### config.mk
export PLATFORM = sky130hd
export DESIGN_NAME = pmoc_top
export DESIGN_NICKNAME = d
export VERILOG_FILES = /design/src/inc/pmoc_pkg.sv /design/src/design/pmoc_top.sv
export SDC_FILE = /design/constraint.sdc
export NUM_CORES = 1
export LEC_CHECK = 0
export BUFFER_PORTS_ARGS = -buffer_cell sky130_fd_sc_hd__buf_4
export CORE_MARGIN = 2
export CORE_UTILIZATION = 42
export DETAILED_ROUTE_END_ITERATION = 10
export GPL_ROUTABILITY_DRIVEN = 0
export PLACE_DENSITY_LB_ADDON = 0.15
export SYNTH_ARGS = -nofsm -noshare
export SYNTH_HDL_FRONTEND = slang
export SYNTH_SLANG_ARGS = --single-unit
### constraint.sdc
create_clock -name clk -period 6.4 [get_ports clk]
set_input_delay 1.92 -clock clk [delete_from_list [all_inputs] [get_ports clk]]
set_output_delay 1.92 -clock clk [all_outputs]
set_load 0.01 [all_outputs]
### src/inc/pmoc_pkg.sv
// Constants and types of the PWM module output control block
// Operation
// - Global update bit applies queued load/compare updates at next counter zero
// - Global update bit self-clears after updates apply; software zero ignored
// - Writing one to counter-sync bit resets that counter; bits act together
// - Counter-sync bit self-clears after the reset; zero means done
// - Enabled channel passes generated signal; disabled channel passes zero
// - Disabling an output never stops generation or time bases
// - Inversion bit inverts channel at pin; clear means active high
// - Inverter also acts on disabled channels
// - Fault input and debugger stall both count as fault conditions
// - During fault, channels with fault bit forced low, others pass
// - Fault forcing precedes inverter, so inverted forced channel drives high
// - Pass-through generation during fault follows generator debug setting
// - Registers decode as offsets from a fixed module base
// - Fault status register reports present fault input level
// - Status-and-clear readable, write-one clears; raw status read-only
// - Fault input raises module interrupt when enable bit 16 set
// - Fault interrupt status latched until software writes one to clear
package pmoc_pkg;
    localparam logic [31:0] BASE_ADDR = 32'h4002_8000;
    localparam logic [11:0] OFF_CTL = 12'h000;
    localparam logic [11:0] OFF_SYNC = 12'h004;
    localparam logic [11:0] OFF_ENABLE = 12'h008;
    localparam logic [11:0] OFF_INVERT = 12'h00c;
    localparam logic [11:0] OFF_FAULT = 12'h010;
    localparam logic [11:0] OFF_INTEN = 12'h014;
    localparam logic [11:0] OFF_RIS = 12'h018;
    localparam logic [11:0] OFF_ISC = 12'h01c;
    localparam logic [11:0] OFF_STATUS = 12'h020;
    localparam int FAULT_INT_BIT = 16;
    localparam int GEN0_INT_BIT = 0;
    localparam logic [31:0] RESET_VALUE = 32'h0000_0000;
    localparam int NUM_CH = 2;

    typedef struct packed {
        logic [31:0] paddr;
        logic pwrite;
        logic [31:0] pwdata;
    } pmoc_apb_req_t;
endpackage

### src/design/pmoc_top.sv
// PWM module output control: registers, sync, gating, fault and inversion
//
// The APB slave port was left to the implementer.
`timescale 1ns/1ps
module pmoc_top #(
    parameter int NUM_CH = pmoc_pkg::NUM_CH
) (
    // Clock and reset
    input wire logic clk,
    input wire logic rst_n,
    // APB slave
    input wire logic psel,
    input wire logic penable,
    input wire logic pwrite,
    input wire logic [31:0] paddr,
    input wire logic [31:0] pwdata,
    output logic [31:0] prdata,
    output logic pready,
    output logic pslverr,
    // Generator side
    input wire logic [NUM_CH-1:0] deadband_out,
    input wire logic gen0_zero,
    input wire logic gen0_int,
    output logic gen0_update_apply,
    output logic gen0_counter_reset,
    // External pins and events
    input wire logic fault_pin,
    input wire logic debug_stall,
    output logic fault_condition,
    output logic channel_a_output,
    output logic channel_b_output,
    output logic irq
);
    pmoc_pkg::pmoc_apb_req_t req;
    logic [11:0] off;
    logic in_range, wr_en, rd_en;
    logic gen0_global_update_request_q;
    logic gen0_counter_resync_q;
    logic [NUM_CH-1:0] out_enable_q, invert_q, fault_force_q;
    logic fault_int_en_q, gen0_int_en_q;
    logic fault_int_q;
    logic [1:0] fault_sync_q, stall_sync_q;
    logic fault_level, fault_level_q;
    logic [NUM_CH-1:0] pin_d, pin_q;
    logic [31:0] rdata_d;
    logic [31:0] ris_val, isc_val;

    assign req = '{paddr: paddr, pwrite: pwrite, pwdata: pwdata};
    assign off = req.paddr[11:0];
    assign in_range = (req.paddr[31:12] == pmoc_pkg::BASE_ADDR[31:12]);
    assign pready = 1'b1;
    assign wr_en = psel && penable && req.pwrite && in_range;
    assign rd_en = psel && !penable && !req.pwrite;

    // Unmapped or misaligned access flags an error
    always_comb begin
        pslverr = 1'b0;
        if (psel && penable) begin
            if (!in_range || off[1:0] != 2'h0 || off > pmoc_pkg::OFF_STATUS) begin
                pslverr = 1'b1;
            end
        end
    end

    // Input synchronisers
    always_ff @(posedge clk or negedge rst_n) begin
        if (!rst_n) begin
            fault_sync_q <= 2'h0;
            stall_sync_q <= 2'h0;
        end else begin
            fault_sync_q <= {fault_sync_q[0], fault_pin};
            stall_sync_q <= {stall_sync_q[0], debug_stall};
        end
    end
    assign fault_level = fault_sync_q[1];
    assign fault_condition = fault_sync_q[1] | stall_sync_q[1];

    // Global update request
    always_ff @(posedge clk or negedge rst_n) begin
        if (!rst_n) begin
            gen0_global_update_request_q <= 1'b0;
        end else if (wr_en && off == pmoc_pkg::OFF_CTL && req.pwdata[0]) begin
            gen0_global_update_request_q <= 1'b1;
        end else if (gen0_zero) begin
            gen0_global_update_request_q <= 1'b0;
        end
    end
    assign gen0_update_apply = gen0_global_update_request_q && gen0_zero;

    // Counter resync, one cycle then self-clear
    always_ff @(posedge clk or negedge rst_n) begin
        if (!rst_n) begin
            gen0_counter_resync_q <= 1'b0;
        end else if (wr_en && off == pmoc_pkg::OFF_SYNC && req.pwdata[0]) begin
            gen0_counter_resync_q <= 1'b1;
        end else begin
            gen0_counter_resync_q <= 1'b0;
        end
    end
    assign gen0_counter_reset = gen0_counter_resync_q;

    // Output control registers
    always_ff @(posedge clk or negedge rst_n) begin
        if (!rst_n) begin
            out_enable_q <= '0;
            invert_q <= '0;
            fault_force_q <= '0;
            fault_int_en_q <= 1'b0;
            gen0_int_en_q <= 1'b0;
        end else if (wr_en) begin
            case (off)
                pmoc_pkg::OFF_ENABLE: out_enable_q <= req.pwdata[NUM_CH-1:0];
                pmoc_pkg::OFF_INVERT: invert_q <= req.pwdata[NUM_CH-1:0];
                pmoc_pkg::OFF_FAULT: fault_force_q <= req.pwdata[NUM_CH-1:0];
                pmoc_pkg::OFF_INTEN: begin
                    fault_int_en_q <= req.pwdata[pmoc_pkg::FAULT_INT_BIT];
                    gen0_int_en_q <= req.pwdata[pmoc_pkg::GEN0_INT_BIT];
                end
                default: ;
            endcase
        end
    end

    // Fault interrupt latch; set wins over clear
    always_ff @(posedge clk or negedge rst_n) begin
        if (!rst_n) begin
            fault_int_q <= 1'b0;
            fault_level_q <= 1'b0;
        end else begin
            fault_level_q <= fault_level;
            if (fault_level && !fault_level_q) begin
                fault_int_q <= 1'b1;
            end else if (wr_en && off == pmoc_pkg::OFF_ISC
                         && req.pwdata[pmoc_pkg::FAULT_INT_BIT]) begin
                fault_int_q <= 1'b0;
            end
        end
    end

    always_comb begin
        ris_val = 32'h0;
        ris_val[pmoc_pkg::FAULT_INT_BIT] = fault_int_q;
        ris_val[pmoc_pkg::GEN0_INT_BIT] = gen0_int;
        isc_val = 32'h0;
        isc_val[pmoc_pkg::FAULT_INT_BIT] = fault_int_q && fault_int_en_q;
        isc_val[pmoc_pkg::GEN0_INT_BIT] = gen0_int && gen0_int_en_q;
    end

    always_ff @(posedge clk or negedge rst_n) begin
        if (!rst_n) begin
            irq <= 1'b0;
        end else begin
            irq <= |isc_val;
        end
    end

    // Read data
    always_comb begin
        rdata_d = 32'h0;
        case (off)
            pmoc_pkg::OFF_CTL: rdata_d[0] = gen0_global_update_request_q;
            pmoc_pkg::OFF_SYNC: rdata_d[0] = gen0_counter_resync_q;
            pmoc_pkg::OFF_ENABLE: rdata_d[NUM_CH-1:0] = out_enable_q;
            pmoc_pkg::OFF_INVERT: rdata_d[NUM_CH-1:0] = invert_q;
            pmoc_pkg::OFF_FAULT: rdata_d[NUM_CH-1:0] = fault_force_q;
            pmoc_pkg::OFF_INTEN: begin
                rdata_d[pmoc_pkg::FAULT_INT_BIT] = fault_int_en_q;
                rdata_d[pmoc_pkg::GEN0_INT_BIT] = gen0_int_en_q;
            end
            pmoc_pkg::OFF_RIS: rdata_d = ris_val;
            pmoc_pkg::OFF_ISC: rdata_d = isc_val;
            pmoc_pkg::OFF_STATUS: rdata_d[0] = fault_level;
            default: rdata_d = 32'h0;
        endcase
    end

    always_ff @(posedge clk or negedge rst_n) begin
        if (!rst_n) begin
            prdata <= pmoc_pkg::RESET_VALUE;
        end else if (rd_en) begin
            prdata <= in_range ? rdata_d : 32'h0;
        end
    end

    // Per-channel output path
    genvar i;
    generate
        for (i = 0; i < NUM_CH; i++) begin : g_ch
            logic stage;
            always_comb begin
                stage = deadband_out[i];
                if (fault_condition && fault_force_q[i]) begin
                    stage = 1'b0;
                end
                if (!out_enable_q[i]) begin
                    stage = 1'b0;
                end
                pin_d[i] = stage ^ invert_q[i];
            end
        end
    endgenerate

    always_ff @(posedge clk or negedge rst_n) begin
        if (!rst_n) begin
            pin_q <= '0;
        end else begin
            pin_q <= pin_d;
        end
    end
    assign channel_a_output = pin_q[0];
    assign channel_b_output = pin_q[1];
endmodule

# Yosys cells after proc, flatten, opt, wreduce, memory -nomap -nowiden
# Index checks and enable logic that the tools add are counted.
# totals
regBits	51
latchBits	0
ramBits	0
mem_bits_ro	0
out_inout_bits	40
n_memories	0
# classes
add_sub_neg	0
mul	0
div_mod_pow	0
order_cmp	1
eq_ne	9
shifts	0
mux	15
n_bitwise	3
n_reduce_logical	32
# ops
operator	count
12-bit by 5-bit == test with 1-bit output (second input constant)	4
12-bit by 4-bit == test with 1-bit output (second input constant)	2
20-bit by 19-bit == test with 1-bit output (second input constant)	1
1-bit logical AND	17
17-bit 2-to-1 mux	1
12-bit by 3-bit == test with 1-bit output (second input constant)	1
12-bit by 6-bit == test with 1-bit output (second input constant)	1
12-bit by 6-bit greater-than comparator with 1-bit output (second input constant)	1
12-bit zero test	1
1-bit 2-to-1 mux	11
1-bit one-hot mux with 9 select lines	1
2-bit AND reduction	4
1-bit one-hot mux with 3 select lines	2
2-bit nonzero test	3
1-bit zero test	4
1-bit logical OR	2
2-bit OR reduction	1
1-bit bitwise XOR	2
1-bit bitwise OR	1

# Longest topological paths before layout
# logic_depth
ltp_word	7
depth_mapped	6
mapped_depth_nobuf	5

# Worst setup path after synthesis
# OpenSTA, ideal clock, no wires.
# synth_timing
kind	input to output
start	input port paddr[2]
end	output port pslverr
t_arrival_ps	2820
t_required_ps	4480
path_slack_ps	1660
cell_stages	4
cell_sequence	clkbuf_1 o31ai_1 nand3_1 o311a_1
# synth_via
elab_chain_cells	4
# synth_lines
element	line	source
start: declaration	pmoc_top.sv:15	input wire logic [31:0] paddr,
12-bit by 6-bit greater-than comparator with 1-bit output	pmoc_top.sv:59	if (!in_range || off[1:0] != 2'h0 || off > pmoc_pkg::OFF_STATUS) begin
1-bit logical OR	pmoc_top.sv:59	
1-bit 2-to-1 mux	pmoc_top.sv:59	
1-bit 2-to-1 mux	pmoc_top.sv:58	if (psel && penable) begin
end: declaration	pmoc_top.sv:19	output logic pslverr,
# No other way between the ends.

# Worst setup path after layout
# layout_timing
start	input port paddr[7]
end	output port pslverr
# The elaborated chain is that of the path after synthesis.

==> results.md <==
- FILL cells: 315
- Worst reg2reg path depth: 5
- Antenna violations before repair: 0
- Combinational share of power: 18.5%
- Setup total negative slack: 0 ns
- Global-route wire length before repair: 5.237 mm
- Pin count of the biggest net entering global routing: 23
- Average instance area after synthesis: 10.46 sq um
- Critical Path Source Type: input pin
- Number of enable-type register cells in the synthesized netlist: 0
- Starting DRC count in detailed routing: 31
- Drt via density: 4.717
- Die W: 62.63 um
- Standby leakage power: 0.0009013 uW
- Arr. time, crit path: 3.01 ns
- Proportion of synthesized chip area in sequential cells: 38.13%
- Launch instance of the worst register-to-register path: gen0_global_update_request_q
- Largest fanout of any net on the critical path: 2
- DRT antenna net count: 0
- Setup CP Type: input pin to output port
- GR Util All Layers: 16.68%
- Count of vias placed by the detailed router: 1118
- Min-Delay Endpoint: fault_sync_q[1]
- Effective utilization at floorplan: 43.61%
- Hold Vio Cnt, Final: 0
- Highest ir drop seen on vdd: 0.08871 mV
- Proportion of layout cells with a drive suffix above 1: 37.70%
- Count of placed standard cells in the final layout, fillers left out: 237
- Cell with the most instances on the worst path: sky130_fd_sc_hd__buf_4
- Number of resized instances in the post-cts repair step: 0
- DIE HEIGHT: 62.63 um
- Count of final max-slew check failures: 0
- Number of I/O pins: 115
- Distinct cell type count of the synthesized netlist: 40
- Setup repair after global routing missed its margin: no
- Post-CTS setup buffers: 0
- Crit end category: output port
- Clock network fraction of total power: 28.6%
- Max Buffers Root-to-Sink: 2
- Switch Pwr: 68.72 uW
- Combined area of the multi-input logic cells: 732.0 sq um
- Count of yosys warnings during synthesis: 0
- Min-delay worst type: flip-flop to flip-flop
- Async set-reset flop share out of synthesis: 100.0%
- CTS Root Cell: sky130_fd_sc_hd__clkbuf_4
- Core footprint: 3311 sq um
- Per-cell routed wire length: 12.47 um
- Worst path max stage delay: 0.34 ns
- Htree depth: 1
- Gate count after technology mapping: 138
- Cell-internal power: 198.2 uW
- Placed wire-length estimate after detailed placement: 2.486 mm
- Clock tree from TritonCTS: done
- Clock period minus final worst setup slack: 4.932 ns
- Power Total: 266.9 uW
- Required time worst endpoint: 4.48 ns
- Share of total power in sequential cells: 52.9%
- Number of buffers inserted by hold repair at cts: 0
- Top cell type's share of synthesized area: 38.13%
- Remaining design rule violation count: 0
- Setup clock skew after layout: 0.001480 ns
- Crit-path cells: buf_4, nor4_4, nand3_1, o311a_1, buf_4
- Total standard cell area after synthesis: 1444 sq um
- Clock Sink Count: 22
- Switching portion of total power: 25.75%
- Vias in the first global route: 1157
- Main area contributors after synthesis: sky130_fd_sc_hd__dfrtp_1 38%, sky130_fd_sc_hd__buf_4 16%, sky130_fd_sc_hd__nor4_4 7.4%
- NumNets Final: 267
- PortBufs: 55
- Full die area: 3923 sq um
- Startpoint of the most critical hold path: fault_sync_q[0]
- Timing-limited maximum frequency: 202.8 MHz
- Total global routing overflow: 0
- Cell with the most instances after synthesis: sky130_fd_sc_hd__buf_4
- First drt pass iteration count: 6
- Register bit total from synthesis: 22
- Worst Hold Path Cells: 0
- Growth of design area from synthesis to finish: 25.22%
- Register cell area after layout: 550.5 sq um
- Cell with the largest stage delay on the worst path: sky130_fd_sc_hd__nor4_4
- Power density over the cells: 147.6 nW/um^2
- Number of max-cap violations: 0
- Endpoint of the worst-slack reg-to-reg timing path: prdata[0]
- Most used DFF post-synth: sky130_fd_sc_hd__dfrtp_1
- Utilization after layout: 54.61%
- Largest area contributor in the netlist: sky130_fd_sc_hd__dfrtp_1
- Run status: complete, no violations
- FF-to-FF setup slack: 5.12 ns
- Cell count after placement: 233
- Rows: 21
- Commonest cells in the synthesized netlist: 30 x sky130_fd_sc_hd__buf_4, 22 x sky130_fd_sc_hd__dfrtp_1, 9 x sky130_fd_sc_hd__nand2_1
- Skew-Pair Late Insertion Delay: 0.30 ns
- Portion of the clock cycle consumed by the worst path in the final layout: 77.06%
- Ant diodes: 0
- Total length of routed wires: 2.955 mm
- Final setup vio count: 0
- Inserted Clock Buffers: 3
- Clock transition at the registers of the reported paths: 0.12 ns
critical path, delay by kind of cell:
kind	cells	cell delay, ns
buffers and inverters	2	0.26
AOI/OAI and AO/OA	1	0.31
and+or+nand+nor	2	0.51
power groups by stage:
stage          Combinational (uW)  Sequential (uW)  Clock [uW]
2_1_floorplan                32.6              144           0
3_3_place_gp                 48.4              144           0
3_5_place_dp                 49.4              144           0
4_1_cts                      49.4              141        79.1
5_1_grt                      54.1              142        85.9
6_report                     49.4              141        76.3
through the flow:
step                worst slack, ns  hold WS [ns]  cell area (sq um)
finish                        1.468        0.3666               1808
global placement              1.471        0.3345               1772
CTS                           1.457        0.3749               1808
floorplan                     1.660        0.3312               1549
global route                  1.397        0.3845               1808
detailed placement            1.461        0.3458               1772
sequential cells by signal (all words and copies together) (netlist names), 2 cells and up:
register       flops
fault_force_q      2
fault_sync_q       2
invert_q           2
out_enable_q       2
pin_q              2
prdata             3
stall_sync_q       2
final cells by class:
cell class	count	area share, %
inverter	5	1.038
timing repair buffer	55	22.84
sequential	22	30.45
multi-input combinational	105	40.48
tap	46	3.183
clock buffer	4	2.007
placed cells by master (no fill, tap or decap), types with 3 or more instances in the layout:
cell type | synthesis | layout
sky130_fd_sc_hd__buf_4 | 30 | 55
sky130_fd_sc_hd__clkbuf_4 | 0 | 3
sky130_fd_sc_hd__conb_1 | 2 | 30
sky130_fd_sc_hd__dfrtp_1 | 22 | 22
sky130_fd_sc_hd__inv_1 | 5 | 5
sky130_fd_sc_hd__mux2_1 | 8 | 8
sky130_fd_sc_hd__nand2_1 | 9 | 9
sky130_fd_sc_hd__nand3_1 | 7 | 7
sky130_fd_sc_hd__nand3b_1 | 4 | 4
sky130_fd_sc_hd__nor3_1 | 4 | 4
sky130_fd_sc_hd__nor4_2 | 3 | 3
sky130_fd_sc_hd__nor4_4 | 5 | 5
kinds of logic after synthesis:
logic type	after synthesis	synth area share [%]
XOR/XNOR	2	1.213
AO/OA/AOI/OAI	17	8.319
other	2	0.5201
flip-flops	22	38.13
AND/OR/NAND/NOR	47	26.34
buffers and inverters	39	18.46
multiplexers	9	7.019
layer usage:
layer / vias up / global-route usage, % / part of all wire (%)
li1: 536 / - / -
met1: 531 / 18.83 / 39
met2: 47 / 31.45 / 54
met3: 4 / 3.784 / 6.3
met4: 0 / 4.167 / 1.2
met5: - / 0 / 0
worst max path at each step:
stage                   from      end  cells past startpoint  slack, ns
floorplan           paddr[2]  pslverr                      4       1.66
global placement    paddr[8]  pslverr                      5       1.47
detailed placement  paddr[8]  pslverr                      5       1.46
CTS                 paddr[8]  pslverr                      5       1.46
global route        paddr[7]  pslverr                      5       1.40
finish              paddr[7]  pslverr                      5       1.47
No activity file was read; power rests on OpenSTA's default activity.
